--- src/inc/timer_consts.svh ---
// Register offsets, field positions, reset values and timing counts for the timer block
`ifndef TIMER_CONSTS_SVH
`define TIMER_CONSTS_SVH
// ----------------------------------------------------------------------------
// Register offsets
// ----------------------------------------------------------------------------
`define ADDR_BASIC_CTRL 8'h88
`define ADDR_BASIC_MODE 8'h89
`define ADDR_T0_LOW 8'h8a
`define ADDR_T1_LOW 8'h8b
`define ADDR_T0_HIGH 8'h8c
`define ADDR_T1_HIGH 8'h8d
`define ADDR_CLK_RATE 8'h8e
`define ADDR_T2_CTRL 8'hc8
`define ADDR_T2_CAP_LOW 8'hca
`define ADDR_T2_CAP_HIGH 8'hcb
`define ADDR_T2_LOW 8'hcc
`define ADDR_T2_HIGH 8'hcd
// ----------------------------------------------------------------------------
// Field positions
// ----------------------------------------------------------------------------
`define BC_TF1 7
`define BC_TR1 6
`define BC_TF0 5
`define BC_TR0 4
`define BM_T0_CT 2
`define BM_T1_CT 6
`define CR_T0_RATE 3
`define CR_T1_RATE 4
`define CR_T2_RATE 5
`define T2C_TF2 7
`define T2C_THIRD_TIMER_EXTERNAL_FLAG 6
`define T2C_RCLK 5
`define T2C_RESERVED_TX_CLOCK_SELECT 4
`define T2C_THIRD_TIMER_EXTERNAL_ENABLE 3
`define T2C_TR2 2
`define T2C_CT2 1
`define T2C_CPRL 0
// ----------------------------------------------------------------------------
// Reset values and timing
// ----------------------------------------------------------------------------
`define RST_BYTE 8'h00
`define RST_WORD 16'h0000
`define PRESCALE_LAST 4'hb
`endif

--- src/inc/timer_pkg.sv ---
// Types shared by the timer block
package timer_pkg;
   typedef enum logic [1:0] {
      MODE_13BIT = 2'h0,
      MODE_16BIT = 2'h1,
      MODE_RELOAD = 2'h2,
      MODE_SPLIT = 2'h3
   } basic_mode_t;
endpackage

--- src/rtl/timer01_modes_and_timer2.sv ---
// Two basic timers with four modes plus a third 16-bit capture/reload timer
`include "timer_consts.svh"
module timer01_modes_and_timer2 (
   input wire logic clk_i,
   input wire logic rst_i,
   input wire logic [7:0] sfr_addr_i,
   input wire logic sfr_wr_i,
   input wire logic sfr_rd_i,
   input wire logic [7:0] sfr_wdata_i,
   output logic [7:0] sfr_rdata_o,
   input wire logic timer0_count_pin_i,
   input wire logic timer1_count_pin_i,
   input wire logic third_timer_count_pin_i,
   input wire logic trigger_pin_i,
   input wire logic timer0_vector_i,
   input wire logic timer1_vector_i,
   output logic timer0_overflow_flag_o,
   output logic timer1_overflow_flag_o,
   output logic third_timer_overflow_flag_o,
   output logic third_timer_external_flag_o,
   output logic timer1_overflow_pulse_o
);
   // ----------------------------------------------------------------------------
   // Helpers
   // ----------------------------------------------------------------------------
   function automatic logic wr_hit(input logic [7:0] a);
      return sfr_wr_i && (sfr_addr_i == a);
   endfunction

   // Next {high, low} of a basic timer on one count step
   function automatic logic [15:0] basic_next(input timer_pkg::basic_mode_t m, input logic [7:0] tl,
                                              input logic [7:0] th);
      logic [12:0] c13;
      c13 = 13'({th, tl[4:0]} + 13'h0001);
      case (m)
         timer_pkg::MODE_13BIT: basic_next = {c13[12:5], tl[7:5], c13[4:0]};
         timer_pkg::MODE_16BIT: basic_next = 16'({th, tl} + 16'h0001);
         timer_pkg::MODE_RELOAD: basic_next = {th, (tl == 8'hff) ? th : 8'(tl + 8'h01)};
         default: basic_next = {th, 8'(tl + 8'h01)};
      endcase
   endfunction

   function automatic logic basic_ovf(input timer_pkg::basic_mode_t m, input logic [7:0] tl,
                                      input logic [7:0] th);
      case (m)
         timer_pkg::MODE_13BIT: basic_ovf = (tl[4:0] == 5'h1f) && (th == 8'hff);
         timer_pkg::MODE_16BIT: basic_ovf = (tl == 8'hff) && (th == 8'hff);
         default: basic_ovf = (tl == 8'hff);
      endcase
   endfunction

   // ----------------------------------------------------------------------------
   // Pin synchronisers and edge detection
   // ----------------------------------------------------------------------------
   // Bit order: 0 timer0 pin, 1 timer1 pin, 2 third timer count pin, 3 trigger pin
   logic [3:0] pin_meta;
   logic [3:0] pin_sync;
   logic [3:0] pin_prev;
   logic [3:0] pin_fall;
   always_ff @(posedge clk_i) begin
      if (rst_i) begin
         pin_meta <= 4'hf;
         pin_sync <= 4'hf;
         pin_prev <= 4'hf;
      end else begin
         pin_meta <= {trigger_pin_i, third_timer_count_pin_i, timer1_count_pin_i, timer0_count_pin_i};
         pin_sync <= pin_meta;
         pin_prev <= pin_sync;
      end
   end
   assign pin_fall = pin_prev & ~pin_sync;

   // Divide-by-12 timebase, free running so all timers share one phase
   logic [3:0] presc;
   logic tick12;
   always_ff @(posedge clk_i) begin
      if (rst_i) begin
         presc <= 4'h0;
      end else begin
         presc <= (presc == `PRESCALE_LAST) ? 4'h0 : 4'(presc + 4'h1);
      end
   end
   assign tick12 = (presc == `PRESCALE_LAST);

   // ----------------------------------------------------------------------------
   // Control registers
   // ----------------------------------------------------------------------------
   logic [7:0] basic_timer_mode_register;
   logic [7:0] clock_rate_control;
   logic [3:0] basic_ctrl_low;
   logic timer0_run;
   logic timer1_run;
   logic reserved_rx_clock_select;
   logic reserved_tx_clock_select;
   logic third_timer_external_enable;
   logic third_timer_run;
   logic third_timer_counter_select;
   logic capture_reload_select;
   always_ff @(posedge clk_i) begin
      if (rst_i) begin
         basic_timer_mode_register <= `RST_BYTE;
         clock_rate_control <= `RST_BYTE;
         basic_ctrl_low <= 4'h0;
         timer0_run <= 1'b0;
         timer1_run <= 1'b0;
         reserved_rx_clock_select <= 1'b0;
         reserved_tx_clock_select <= 1'b0;
         third_timer_external_enable <= 1'b0;
         third_timer_run <= 1'b0;
         third_timer_counter_select <= 1'b0;
         capture_reload_select <= 1'b0;
      end else begin
         if (wr_hit(`ADDR_BASIC_MODE)) begin
            basic_timer_mode_register <= sfr_wdata_i;
         end
         if (wr_hit(`ADDR_CLK_RATE)) begin
            clock_rate_control <= sfr_wdata_i;
         end
         if (wr_hit(`ADDR_BASIC_CTRL)) begin
            basic_ctrl_low <= sfr_wdata_i[3:0];
            timer0_run <= sfr_wdata_i[`BC_TR0];
            timer1_run <= sfr_wdata_i[`BC_TR1];
         end
         if (wr_hit(`ADDR_T2_CTRL)) begin
            reserved_rx_clock_select <= sfr_wdata_i[`T2C_RCLK];
            reserved_tx_clock_select <= sfr_wdata_i[`T2C_RESERVED_TX_CLOCK_SELECT];
            third_timer_external_enable <= sfr_wdata_i[`T2C_THIRD_TIMER_EXTERNAL_ENABLE];
            third_timer_run <= sfr_wdata_i[`T2C_TR2];
            third_timer_counter_select <= sfr_wdata_i[`T2C_CT2];
            capture_reload_select <= sfr_wdata_i[`T2C_CPRL];
         end
      end
   end

   // ----------------------------------------------------------------------------
   // Basic timers
   // ----------------------------------------------------------------------------
   timer_pkg::basic_mode_t mode0;
   timer_pkg::basic_mode_t mode1;
   logic [7:0] timer0_low_byte;
   logic [7:0] timer0_high_byte;
   logic [7:0] timer1_low_byte;
   logic [7:0] timer1_high_byte;
   logic [15:0] next_t0;
   logic [15:0] next_t1;
   logic split0;
   logic src0;
   logic src1;
   logic inc0;
   logic inc1;
   logic inc_th0;
   logic ov0;
   logic ov1;
   logic ov_th0;
   assign mode0 = timer_pkg::basic_mode_t'(basic_timer_mode_register[1:0]);
   assign mode1 = timer_pkg::basic_mode_t'(basic_timer_mode_register[5:4]);
   assign split0 = (mode0 == timer_pkg::MODE_SPLIT);
   assign src0 = basic_timer_mode_register[`BM_T0_CT] ? pin_fall[0] : (clock_rate_control[`CR_T0_RATE] | tick12);
   assign src1 = basic_timer_mode_register[`BM_T1_CT] ? pin_fall[1] : (clock_rate_control[`CR_T1_RATE] | tick12);
   assign inc0 = timer0_run && src0;
   // Timer1 loses its run bit to the split high byte, so it free-runs meanwhile unless its own mode is split
   assign inc1 = (split0 || timer1_run) && src1 && (mode1 != timer_pkg::MODE_SPLIT);
   // The split high byte only counts clocks, never its pin
   assign inc_th0 = split0 && timer1_run && (clock_rate_control[`CR_T0_RATE] | tick12);
   assign next_t0 = basic_next(mode0, timer0_low_byte, timer0_high_byte);
   assign next_t1 = basic_next(mode1, timer1_low_byte, timer1_high_byte);
   assign ov0 = inc0 && basic_ovf(mode0, timer0_low_byte, timer0_high_byte);
   assign ov1 = inc1 && basic_ovf(mode1, timer1_low_byte, timer1_high_byte);
   assign ov_th0 = inc_th0 && (timer0_high_byte == 8'hff);

   always_ff @(posedge clk_i) begin
      if (rst_i) begin
         timer0_low_byte <= `RST_BYTE;
         timer0_high_byte <= `RST_BYTE;
      end else begin
         if (inc0) begin
            timer0_low_byte <= next_t0[7:0];
            if (!split0) begin
               timer0_high_byte <= next_t0[15:8];
            end
         end
         if (inc_th0) begin
            timer0_high_byte <= 8'(timer0_high_byte + 8'h01);
         end
         if (wr_hit(`ADDR_T0_LOW)) begin
            timer0_low_byte <= sfr_wdata_i;
         end
         if (wr_hit(`ADDR_T0_HIGH)) begin
            timer0_high_byte <= sfr_wdata_i;
         end
      end
   end

   always_ff @(posedge clk_i) begin
      if (rst_i) begin
         timer1_low_byte <= `RST_BYTE;
         timer1_high_byte <= `RST_BYTE;
      end else begin
         if (inc1) begin
            {timer1_high_byte, timer1_low_byte} <= next_t1;
         end
         if (wr_hit(`ADDR_T1_LOW)) begin
            timer1_low_byte <= sfr_wdata_i;
         end
         if (wr_hit(`ADDR_T1_HIGH)) begin
            timer1_high_byte <= sfr_wdata_i;
         end
      end
   end

   // Flags: a hardware set in the same cycle beats a vector or software clear
   always_ff @(posedge clk_i) begin
      if (rst_i) begin
         timer0_overflow_flag_o <= 1'b0;
         timer1_overflow_flag_o <= 1'b0;
         timer1_overflow_pulse_o <= 1'b0;
      end else begin
         timer1_overflow_pulse_o <= ov1;
         if (ov0) begin
            timer0_overflow_flag_o <= 1'b1;
         end else if (timer0_vector_i) begin
            timer0_overflow_flag_o <= 1'b0;
         end else if (wr_hit(`ADDR_BASIC_CTRL)) begin
            timer0_overflow_flag_o <= sfr_wdata_i[`BC_TF0];
         end
         if (split0 ? ov_th0 : ov1) begin
            timer1_overflow_flag_o <= 1'b1;
         end else if (timer1_vector_i) begin
            timer1_overflow_flag_o <= 1'b0;
         end else if (wr_hit(`ADDR_BASIC_CTRL)) begin
            timer1_overflow_flag_o <= sfr_wdata_i[`BC_TF1];
         end
      end
   end

   // ----------------------------------------------------------------------------
   // Third timer
   // ----------------------------------------------------------------------------
   logic [7:0] third_timer_low_byte;
   logic [7:0] third_timer_high_byte;
   logic [7:0] capture_reload_low;
   logic [7:0] capture_reload_high;
   logic reserved2;
   logic cap_mode;
   logic inc2;
   logic ovf2;
   logic trig;
   logic trig_cap;
   logic trig_reload;
   assign reserved2 = reserved_rx_clock_select | reserved_tx_clock_select;
   assign cap_mode = capture_reload_select && !reserved2;
   assign inc2 = third_timer_run && (third_timer_counter_select ? pin_fall[2] :
                 (clock_rate_control[`CR_T2_RATE] | tick12));
   assign ovf2 = inc2 && ({third_timer_high_byte, third_timer_low_byte} == 16'hffff);
   assign trig = third_timer_external_enable && pin_fall[3];
   assign trig_cap = trig && cap_mode;
   assign trig_reload = trig && !capture_reload_select && !reserved2;

   // Reload uses whatever software left in the reload bytes; reset leaves zero
   always_ff @(posedge clk_i) begin
      if (rst_i) begin
         {third_timer_high_byte, third_timer_low_byte} <= `RST_WORD;
      end else begin
         if ((ovf2 && !cap_mode) || trig_reload) begin
            {third_timer_high_byte, third_timer_low_byte} <= {capture_reload_high, capture_reload_low};
         end else if (inc2) begin
            {third_timer_high_byte, third_timer_low_byte} <= 16'({third_timer_high_byte, third_timer_low_byte} + 16'h0001);
         end
         if (wr_hit(`ADDR_T2_LOW)) begin
            third_timer_low_byte <= sfr_wdata_i;
         end
         if (wr_hit(`ADDR_T2_HIGH)) begin
            third_timer_high_byte <= sfr_wdata_i;
         end
      end
   end

   // A capture event beats a software write to the same bytes
   always_ff @(posedge clk_i) begin
      if (rst_i) begin
         {capture_reload_high, capture_reload_low} <= `RST_WORD;
      end else begin
         if (wr_hit(`ADDR_T2_CAP_LOW)) begin
            capture_reload_low <= sfr_wdata_i;
         end
         if (wr_hit(`ADDR_T2_CAP_HIGH)) begin
            capture_reload_high <= sfr_wdata_i;
         end
         if (trig_cap) begin
            {capture_reload_high, capture_reload_low} <= {third_timer_high_byte, third_timer_low_byte};
         end
      end
   end

   always_ff @(posedge clk_i) begin
      if (rst_i) begin
         third_timer_overflow_flag_o <= 1'b0;
         third_timer_external_flag_o <= 1'b0;
      end else begin
         if (ovf2 && !reserved2) begin
            third_timer_overflow_flag_o <= 1'b1;
         end else if (wr_hit(`ADDR_T2_CTRL)) begin
            third_timer_overflow_flag_o <= sfr_wdata_i[`T2C_TF2];
         end
         if (trig) begin
            third_timer_external_flag_o <= 1'b1;
         end else if (wr_hit(`ADDR_T2_CTRL)) begin
            third_timer_external_flag_o <= sfr_wdata_i[`T2C_THIRD_TIMER_EXTERNAL_FLAG];
         end
      end
   end

   // ----------------------------------------------------------------------------
   // Read port
   // ----------------------------------------------------------------------------
   always_ff @(posedge clk_i) begin
      if (rst_i) begin
         sfr_rdata_o <= `RST_BYTE;
      end else if (sfr_rd_i) begin
         if (sfr_addr_i == `ADDR_BASIC_CTRL) begin
            sfr_rdata_o <= {timer1_overflow_flag_o, timer1_run, timer0_overflow_flag_o, timer0_run, basic_ctrl_low};
         end else if (sfr_addr_i == `ADDR_BASIC_MODE) begin
            sfr_rdata_o <= basic_timer_mode_register;
         end else if (sfr_addr_i == `ADDR_T0_LOW) begin
            sfr_rdata_o <= timer0_low_byte;
         end else if (sfr_addr_i == `ADDR_T1_LOW) begin
            sfr_rdata_o <= timer1_low_byte;
         end else if (sfr_addr_i == `ADDR_T0_HIGH) begin
            sfr_rdata_o <= timer0_high_byte;
         end else if (sfr_addr_i == `ADDR_T1_HIGH) begin
            sfr_rdata_o <= timer1_high_byte;
         end else if (sfr_addr_i == `ADDR_CLK_RATE) begin
            sfr_rdata_o <= clock_rate_control;
         end else if (sfr_addr_i == `ADDR_T2_CTRL) begin
            sfr_rdata_o <= {third_timer_overflow_flag_o, third_timer_external_flag_o, reserved_rx_clock_select,
                            reserved_tx_clock_select, third_timer_external_enable, third_timer_run,
                            third_timer_counter_select, capture_reload_select};
         end else if (sfr_addr_i == `ADDR_T2_CAP_LOW) begin
            sfr_rdata_o <= capture_reload_low;
         end else if (sfr_addr_i == `ADDR_T2_CAP_HIGH) begin
            sfr_rdata_o <= capture_reload_high;
         end else if (sfr_addr_i == `ADDR_T2_LOW) begin
            sfr_rdata_o <= third_timer_low_byte;
         end else if (sfr_addr_i == `ADDR_T2_HIGH) begin
            sfr_rdata_o <= third_timer_high_byte;
         end else begin
            sfr_rdata_o <= 8'h00;
         end
      end
   end
endmodule

--- config.mk ---
export PLATFORM = sky130hd
export DESIGN_NAME = timer01_modes_and_timer2
export DESIGN_NICKNAME = d
export VERILOG_FILES = /design/src/inc/timer_pkg.sv /design/src/rtl/timer01_modes_and_timer2.sv
export VERILOG_INCLUDE_DIRS = /design/src /design/src/inc
export SDC_FILE = /design/constraint.sdc
export NUM_CORES = 1
export LEC_CHECK = 0
export ABC_CLOCK_PERIOD_IN_PS = 5600
export BUFFER_PORTS_ARGS = -buffer_cell sky130_fd_sc_hd__buf_2
export CAP_MARGIN = 10
export CORE_MARGIN = 2
export CORE_UTILIZATION = 35
export CTS_BUF_LIST = sky130_fd_sc_hd__clkbuf_8 sky130_fd_sc_hd__clkbuf_16
export CTS_CLUSTER_SIZE = 8
export DETAILED_ROUTE_END_ITERATION = 10
export PLACE_DENSITY = 0.61
export SYNTH_ARGS = -nofsm -noshare
export SYNTH_HDL_FRONTEND = slang
export SYNTH_SLANG_ARGS = --single-unit
--- constraint.sdc ---
create_clock -name clk_i -period 5.6 [get_ports clk_i]
set_input_delay 0.56 -clock clk_i [delete_from_list [all_inputs] [get_ports clk_i]]
set_output_delay 0.56 -clock clk_i [all_outputs]
set_load 0.005 [all_outputs]
==> results of run 1 <==
==> final cells by class <==
class	instances	area (um2)	share of cell area [%]
inverter	19	71.32	0.8217
clock inverter	14	148.9	1.715
tap	280	350.3	4.036
multi-input combinational	810	5024	57.88
timing repair buffer	44	237.7	2.739
sequential	121	2422	27.91
clock buffer	17	425.4	4.901
==> kinds of logic (layout without fill, tap and decap cells) <==
kind of cell / Yosys count / after routing / synth area share, %
XOR/XNOR: 30 / 30 / 3.350
flip-flops: 121 / 121 / 30.89
multiplexers: 52 / 52 / 6.685
AO/OA/AOI/OAI: 312 / 312 / 26.24
AND/OR/NAND/NOR: 409 / 409 / 26.60
buffers and inverters: 100 / 94 / 5.121
adder cells (fa/ha/maj): 7 / 7 / 1.117
==> final timing paths <==
path	slack [ps]	end	cells after the start	start
setup / recovery	2650	third_timer_high_byte[5]	8	third_timer_low_byte[1]
hold / removal	310	pin_meta[1]	2	timer1_count_pin_i
setup reg to reg	2650	third_timer_high_byte[5]	8	third_timer_low_byte[1]
hold reg to reg	410	pin_sync[0]	1	pin_meta[0]
==> metrics by stage <==
stage                     utilization (%)  area (um2)  setup slack [ps]
final                               39.65        8680              2651
after global routing                39.65        8680              2488
after CTS                           39.63        8675              2721
after detailed placement            37.00        8100              2315
after global placement              37.00        8100              2471
after floorplan                         -        7843              3464
==> power by group <==
part / switching (uW) / internal [uW] / leakage (uW)
sequential: 5.25 / 869 / 0.000978
combinational: 96.5 / 36.1 / 0.00174
clock: 442 / 653 / 0.000271
total: 544 / 1560 / 0.00299
==> metal layers <==
| layer | wire (um) | track usage [%] | part of all wire, % | vias to the layer above |
|---|---|---|---|---|
| li1 | - | - | - | 3763 |
| met1 | 12970 | 34.39 | 45 | 3803 |
| met2 | 12780 | 36.70 | 44 | 372 |
| met3 | 2120 | 3.636 | 7.4 | 54 |
| met4 | 910 | 8.825 | 3.2 | 0 |
| met5 | 0 | 0 | 0 | - |
==> worst max-delay path: cells and delay by family (launching register included) <==
kind	cells	cell delay (ps)
AOI/OAI and AO/OA	3	520
adders and majority gates	1	340
buffers and inverters	1	210
DFF	1	570
and+or+nand+nor	3	1160
==> placed cells by master (no fill, tap or decap), drive strengths merged, types with 5 or more instances in the layout <==
cell type    n
nor3        30
nor2b       11
a31oi       16
o2111ai      8
buf         44
o22ai       23
nand2b      11
nand2      105
o21ai       63
nand3b       5
mux2i       49
or2         16
and2         9
o211ai      16
nand3       54
nor2       105
clkinv       6
nor4         6
a22oi        6
xnor2       20
o21a         5
and3        20
xor2        10
clkbuf      17
and4         7
dfxtp      121
nand4       11
a211oi      35
nor3b        6
inv         21
ha           7
a21oi       79
a221oi       6
==> flip-flops by register name, summed over array words and instances, names as in the netlist, 4 cells and up <==
| name | flops |
|---|---|
| basic_timer_mode_register | 8 |
| capture_reload_high | 8 |
| capture_reload_low | 8 |
| clock_rate_control | 8 |
| sfr_rdata_o | 8 |
| third_timer_high_byte | 8 |
| third_timer_low_byte | 8 |
| timer0_high_byte | 8 |
| timer0_low_byte | 8 |
| timer1_high_byte | 8 |
| timer1_low_byte | 8 |
| basic_ctrl_low | 4 |
| pin_meta | 4 |
| pin_prev | 4 |
| pin_sync | 4 |
| presc | 4 |
==> reports/metrics.cfg, run 1 <==
[detailed_routing]
via_per_inst=6.124
drtAntennaViolNets=0
post_drt_wl_per_cell_um=22.06
drt-pass1-iter-count=5
drtIter0Drc=909
drt_wl_total_um=28790
drc=0
via_count=7992

[sta]
max_slew.worst_pin.slew_ps=1225
fin_tns_setup_ps=0
slew_headroom_pct=18.35
fmax_ghz=0.3391
whs_ps=306.3
setup_viol=0
clock_skew_ps=12.21
rsz0062_at_grt=false
finalHoldViolCount=0
fin_crit_sh_pct=52.66
final.min_clock_period_ps=2949
slew_violations=0

[power_and_ir_drop]
power_uw=2102
powerDensity_mw_per_mm2=242.2
p_leak_uw=0.002986
ir_worst_vdd_mv=0.1677

[synth]
ys_warn_count=0
ys_seq_area_share_pct=30.89
yosys-top-cells-count=121 x dfxtp_1, 105 x nand2_1, 101 x nor2_1
synth_area_leaders=dfxtp_1 31%, mux2i_1 6.3%, a21oi_1 5.0%, nand2_1 5.0%, nor2_1 4.8%
syn_avg_cell_area_um2=7.607
ys_ff_latch=121
ys.flop_type=dfxtp_1
synth_cell_type_count=83
synth_most_common_cell=dfxtp_1
syn_nets=1064
synth-edff-count=0
postSynth.asyncResetShare_pct=0
syn_inst=1031
yosysTopAreaCellShare_pct=30.89
synth.largest_area_cell=dfxtp_1
syn_area_mm2=0.007843

[worst_setup_path]
cp-end-kind=flip-flop
required_ps=5880
cpPeakStageDelay_ps=570
worstPathMaxFanout=14
critical_path_class=reg -> reg
cp_cell_sequence=ha_1 > nand3_1 > nor4_4 > a31oi_1 > buf_4 > or2_1 > o211ai_1 > a211oi_1
slowest_stage=dfxtp_1
worst_ep_arrival_time_ps=3230
cp-start-kind=flip-flop

[placement]
hpwl_um=20000
portBuffers=38
dp_cells=1274
place_congestion=0.9173

[hold_path]
hp-class=in -> reg

[cts]
clkTransAtPathRegs_ps=70
cts_buffers=17
clock_latency_ps=430
cts_hold_buf=0
clk_path_buf_depth=2
cts_tree=built
root_buffer=clkbuf_16
cts_resized=0
h-tree-depth=4
clkSinkCount=121
postCtsSetupBuffers=0

[die]
die_h_um=153.7
dieWidth_um=153.7
core_mm2=0.02189
dieArea_mm2=0.02362
std_cell_rows=54
start_util_pct=35.83
num_io_pins=39

[run]
drv_cap=0

[outcome]
status=finished clean

[final_layout]
drive_above_1_share_pct=11.02
instances_no_fill=1305
area_delta_synth_final_pct=10.67
n_fill_cell=2311
finalNetCount=1046
num_antenna_cells=0

[global_routing]
grt_pass1_wl_um=44350
grt_pass1_vias=7354
grtUsageTotal_pct=24.07
overflow=0
antenna_found_initial=0
grt_max_degree=59

Note: power is estimated with default switching activity, not from simulation.
==> run 2, diff against run 1 <==
--- a/config.mk
+++ b/config.mk
@@ -6,7 +6,7 @@
 export SDC_FILE = /design/constraint.sdc
 export NUM_CORES = 1
 export LEC_CHECK = 0
-export ABC_CLOCK_PERIOD_IN_PS = 5600
+export ABC_CLOCK_PERIOD_IN_PS = 2400
 export BUFFER_PORTS_ARGS = -buffer_cell sky130_fd_sc_hd__buf_2
 export CAP_MARGIN = 10
 export CORE_MARGIN = 2
@@ -14,7 +14,7 @@
 export CTS_BUF_LIST = sky130_fd_sc_hd__clkbuf_8 sky130_fd_sc_hd__clkbuf_16
 export CTS_CLUSTER_SIZE = 8
 export DETAILED_ROUTE_END_ITERATION = 10
-export PLACE_DENSITY = 0.61
+export PLACE_DENSITY = 0.63
 export SYNTH_ARGS = -nofsm -noshare
 export SYNTH_HDL_FRONTEND = slang
 export SYNTH_SLANG_ARGS = --single-unit
==> constraint.sdc (replaced) <==
create_clock -name clk_i -period 2.4 [get_ports clk_i]
set_input_delay 0.24 -clock clk_i [delete_from_list [all_inputs] [get_ports clk_i]]
set_output_delay 0.24 -clock clk_i [all_outputs]
set_load 0.005 [all_outputs]
==> run 2 against run 1 <==
Critical path depth decreased by 1. Via count up 4.2%. Die area unchanged. Sequential share of layout area fell by 1.6 points. Final area is 6.2% higher. Clock power up 130%. Clock skew down 2.1 ps.
==> reports/metrics.cfg, run 2 (synthesized netlist as in run 1, its figures left out) <==
[sta]
clock_skew_ps=10.12
whs_ps=14.78
finalHoldViolCount=0
fmax_ghz=0.4393
slew_headroom_pct=29.52
setup_viol=0
slew_violations=0
max_slew.worst_pin.slew_ps=1053
rsz0062_at_grt=false
fin_crit_sh_pct=94.84
final.min_clock_period_ps=2276

[final_layout]
num_antenna_cells=0
drive_above_1_share_pct=16.44
final_cell_mix=121 x dfxtp_1, 105 x nand2_1, 101 x nor2_1
layout_commonest_cell=dfxtp_1
multi_input_comb_area_mm2=0.005024
area_delta_synth_final_pct=17.55
regArea_mm2=0.002422
final_core_utilization_pct=42.11
instances_no_fill=1375
finalNetCount=1115
n_fill_cell=2220

[run]
drv_cap=0

[worst_setup_path]
r2r_start=presc[0]
regToRegSetupSlack_ps=120
cp-start-kind=flip-flop
required_ps=2720
crit_end=third_timer_low_byte[1]
startpoint=presc[0]
rr_endpoint=third_timer_low_byte[1]
worst_ep_arrival_time_ps=2590
cp-end-kind=flip-flop
critical_path_class=reg -> reg
rr_worst_depth=7
worstPathMaxFanout=14

[placement]
place_congestion=1.002
portBuffers=38
dp_cells=1339
hpwl_um=20940

[power_and_ir_drop]
power_uw=4901
switching_power_uw=1286
seqPwrFrac_pct=41.6
power_frac_clock_pct=51.3
pwr-share-comb_pct=7.1
p_leak_uw=0.003337
powerDensity_mw_per_mm2=531.6
ir_worst_vdd_mv=0.4665
power.share.switching_pct=26.23
power.internal_uw=3615

[cts]
h-tree-depth=4
clk_path_buf_depth=2
cts_tree=built
postCtsSetupBuffers=0
clock_latency_ps=440
root_buffer=clkbuf_16
cts_buffers=17
clkTransAtPathRegs_ps=70
clkSinkCount=121

[die]
std_cell_rows=54
start_util_pct=35.83
die_h_um=153.7
dieWidth_um=153.7
core_mm2=0.02189
num_io_pins=39
dieArea_mm2=0.02362

[global_routing]
grt_pass1_vias=7691
overflow=0
grt_max_degree=49
grt_pass1_wl_um=45110
grtUsageTotal_pct=24.49
antenna_found_initial=0

[detailed_routing]
drt_wl_total_um=29570
post_drt_wl_per_cell_um=21.50
drc=0
drtAntennaViolNets=0
via_per_inst=6.055
drt-pass1-iter-count=8
drtIter0Drc=1014
via_count=8326

[outcome]
status=finished clean

[hold_path]
hp-class=in -> reg

-- run 2: how the worst min path moves through the flow --
stage                              to          startpoint  cells after the start  slack [ps]
2_1_floorplan             pin_meta[0]  timer0_count_pin_i                      1         340
3_3_place_gp              pin_sync[2]         pin_meta[2]                      1         390
3_5_place_dp              pin_sync[0]         pin_meta[0]                      1         400
4_1_cts        timer0_overflow_flag_o     timer0_vector_i                      2           8
5_1_grt        timer0_overflow_flag_o     timer0_vector_i                      2          20
6_report       timer0_overflow_flag_o     timer0_vector_i                      2          10
-- run 2: layout make-up --
class	count	share of cell area, %
tap	280	3.800
multi-input combinational	810	54.49
timing repair buffer	113	8.442
sequential	121	26.28
clock buffer	19	4.913
inverter	19	0.7736
clock inverter	13	1.303
-- run 2: repair_timing --
| item | 4_1_cts | 5_1_grt |
|---|---|---|
| hold endpoints to repair | 4 | 0 |
| endpoints found under the setup margin | 0 | 7 |
| hold buffers | 4 | 0 |
| resized for setup | 0 | 2 |
-- run 2: critical path: stages, from the launching register on --
cell and delay [ps]:
dfxtp_1 350, ha_1 280, nand3b_4 140, a221oi_4 380
a31oi_1 140, or2_2 480, a211oi_1 290, a21oi_1 90
-- run 2: stage by stage --
stage                     setup slack (ps)  TNS [ps]  area [um2]
after floorplan                      267.3         0        7843
after global placement               10.36         0        8601
after detailed placement            -20.80    -80.97        8601
after CTS                            43.75         0        9214
after global routing                 15.68         0        9219
final                                123.8         0        9219
-- run 2: power by group through the flow --
stage	registers [uW]	clock network [uW]	logic (uW)
after floorplan	2080	0	190
after global routing	2040	2630	365
after CTS	2040	2540	340
final	2040	2510	349
after global placement	2080	0	332
after detailed placement	2080	0	333
-- run 2: metal layers --
metal | global-route usage [%] | vias up | wire length, um
met1 | 34.05 | 3927 | 13020
li1 | - | 3906 | -
met5 | 0 | - | 0
met3 | 4.651 | 69 | 2524
met4 | 10.83 | 0 | 1147
met2 | 36.85 | 424 | 12880
==> run 3, diff against run 2 <==
--- a/config.mk
+++ b/config.mk
@@ -10,11 +10,11 @@
 export BUFFER_PORTS_ARGS = -buffer_cell sky130_fd_sc_hd__buf_2
 export CAP_MARGIN = 10
 export CORE_MARGIN = 2
-export CORE_UTILIZATION = 35
+export CORE_UTILIZATION = 50
 export CTS_BUF_LIST = sky130_fd_sc_hd__clkbuf_8 sky130_fd_sc_hd__clkbuf_16
 export CTS_CLUSTER_SIZE = 8
 export DETAILED_ROUTE_END_ITERATION = 10
-export PLACE_DENSITY = 0.63
+export PLACE_DENSITY = 0.81
 export SYNTH_ARGS = -nofsm -noshare
 export SYNTH_HDL_FRONTEND = slang
 export SYNTH_SLANG_ARGS = --single-unit
==> run 3 against run 2 <==
Setup slack gained 34 ps. Via count grew 2.7%. Die area shrank 29%. Highest routed layer unchanged. Combinational power shrank 3%. First-iteration DRC count grew 3.6%. Cell count shrank 5.5%. Clock-buffer cell count is the same. Sequential cell count is the same.
==> reports/metrics.cfg, run 3 (synthesized netlist as in run 1, its figures left out) <==
[detailed_routing]
via_per_inst=6.580
post_drt_wl_per_cell_um=21.53
drt_wl_total_um=27980
via_count=8554
drc=0
drtIter0Drc=1050
drt-pass1-iter-count=9
drtAntennaViolNets=0

[final_layout]
area_delta_synth_final_pct=16.11
drive_above_1_share_pct=16.16
layout_commonest_cell=dfxtp_1
fin_area_mm2=0.009106
final_core_utilization_pct=59.68
finalNetCount=1111
num_antenna_cells=0
final_cell_mix=121 x dfxtp_1, 105 x nand2_1, 101 x nor2_1

[cts]
cts_buffers=17
h-tree-depth=4
root_buffer=clkbuf_16
clock_latency_ps=430
clkTransAtPathRegs_ps=60
cts_tree=built
clk_path_buf_depth=2
clkSinkCount=121

[outcome]
status=finished clean

[worst_setup_path]
worst_ep_arrival_time_ps=2550
cp-start-kind=flip-flop
worstPathMaxFanout=14
r2r_start=presc[0]
rr_worst_depth=7
rr_endpoint=third_timer_low_byte[1]
cpPeakStageDelay_ps=460
cp-end-kind=flip-flop
required_ps=2710
crit_end=third_timer_low_byte[1]
regToRegSetupSlack_ps=160
cp_cell_sequence=ha_1 > nand3b_4 > a221oi_4 > a31oi_1 > or2_2 > a211oi_1 > a21oi_1
critical_path_class=reg -> reg
slowest_stage=or2_2
startpoint=presc[0]

[die]
dieWidth_um=129.2
core_mm2=0.01526
start_util_pct=51.40
die_h_um=129.2
std_cell_rows=45
num_io_pins=39
dieArea_mm2=0.01670

[sta]
finalHoldViolCount=0
clock_skew_ps=12.26
slew_violations=0
fin_crit_sh_pct=93.42
max_slew.worst_pin.slew_ps=590.6
setup_viol=0
fin_tns_setup_ps=0
fmax_ghz=0.4460
slew_headroom_pct=60.52
final.min_clock_period_ps=2242

[power_and_ir_drop]
ir_worst_vdd_mv=0.5027
p_leak_uw=0.003317
powerDensity_mw_per_mm2=538.9
power_uw=4908

[placement]
portBuffers=38
place_congestion=0.9927
placed_cell_area_mm2=0.008492
hpwl_um=19690

[global_routing]
grt_pass1_wl_um=43450
grt_pass1_vias=7907
overflow=0
grtUsageTotal_pct=33.79
antenna_found_initial=0
grt_max_degree=50

[run]
drv_cap=0

[hold_path]
hp-class=in -> reg

-- run 3: metal layers --
layer  global-route usage, %  part of all wire, %  up-vias  wire length [um]
met5                       0                    0        -                 0
met4                   15.66                  4.6        0              1277
met3                   9.042                   12      117              3342
met2                   50.25                   43      578             11920
met1                   45.72                   41     3958             11450
li1                        -                    -     3901                 -
-- run 3: worst min-delay path by stage --
stage	startpoint	end	slack, ps	cells after the start
global route	timer1_count_pin_i	pin_meta[1]	7	2
floorplan	timer0_count_pin_i	pin_meta[0]	340	1
global placement	pin_meta[2]	pin_sync[2]	390	1
finish	timer1_count_pin_i	pin_meta[1]	10	2
CTS	timer1_count_pin_i	pin_meta[1]	6	2
detailed placement	pin_meta[2]	pin_sync[2]	390	1
-- run 3: critical path, delay by kind of cell, from the launching register on --
| family | cells | cell delay [ps] |
|---|---|---|
| and+or+nand+nor | 2 | 600 |
| AOI/OAI and AO/OA | 4 | 880 |
| DFF | 1 | 350 |
| adders and majority gates | 1 | 280 |
-- run 3: area by class of cell --
type / instances / area, um2
Fill cell: 1349 / 6152
Multi-Input combinational cell: 810 / 5027
Sequential cell: 121 / 2422
Timing Repair Buffer: 109 / 745.7
Clock buffer: 19 / 452.9
Tap cell: 211 / 264.0
Clock inverter: 11 / 122.6
Inverter: 19 / 71.32
-- run 3: timing repair --
action / CTS / global route
setup endpoints to repair: 0 / 2
gates resized for setup: 0 / 4
hold buffers: 3 / 0
endpoints found under the hold margin: 3 / 0
setup buffers: 0 / 0
-- run 3: metrics by stage --
stage / instances / hold WS [ps] / setup slack (ps)
2_1_floorplan: 1031 / 343.8 / 267.3
3_3_place_gp: 1267 / 390.8 / 226.1
3_5_place_dp: 1267 / 392.8 / 101.4
4_1_cts: 1300 / 5.601 / 47.60
5_1_grt: 1300 / 6.655 / -8.523
6_report: 1300 / 12.27 / 158.0
-- run 3: report_power, final --
part / switching [uW] / internal, uW / total (uW)
combinational: 234 / 106 / 340
sequential: 11.5 / 2030 / 2040
clock: 962 / 1570 / 2530
total: 1210 / 3700 / 4910
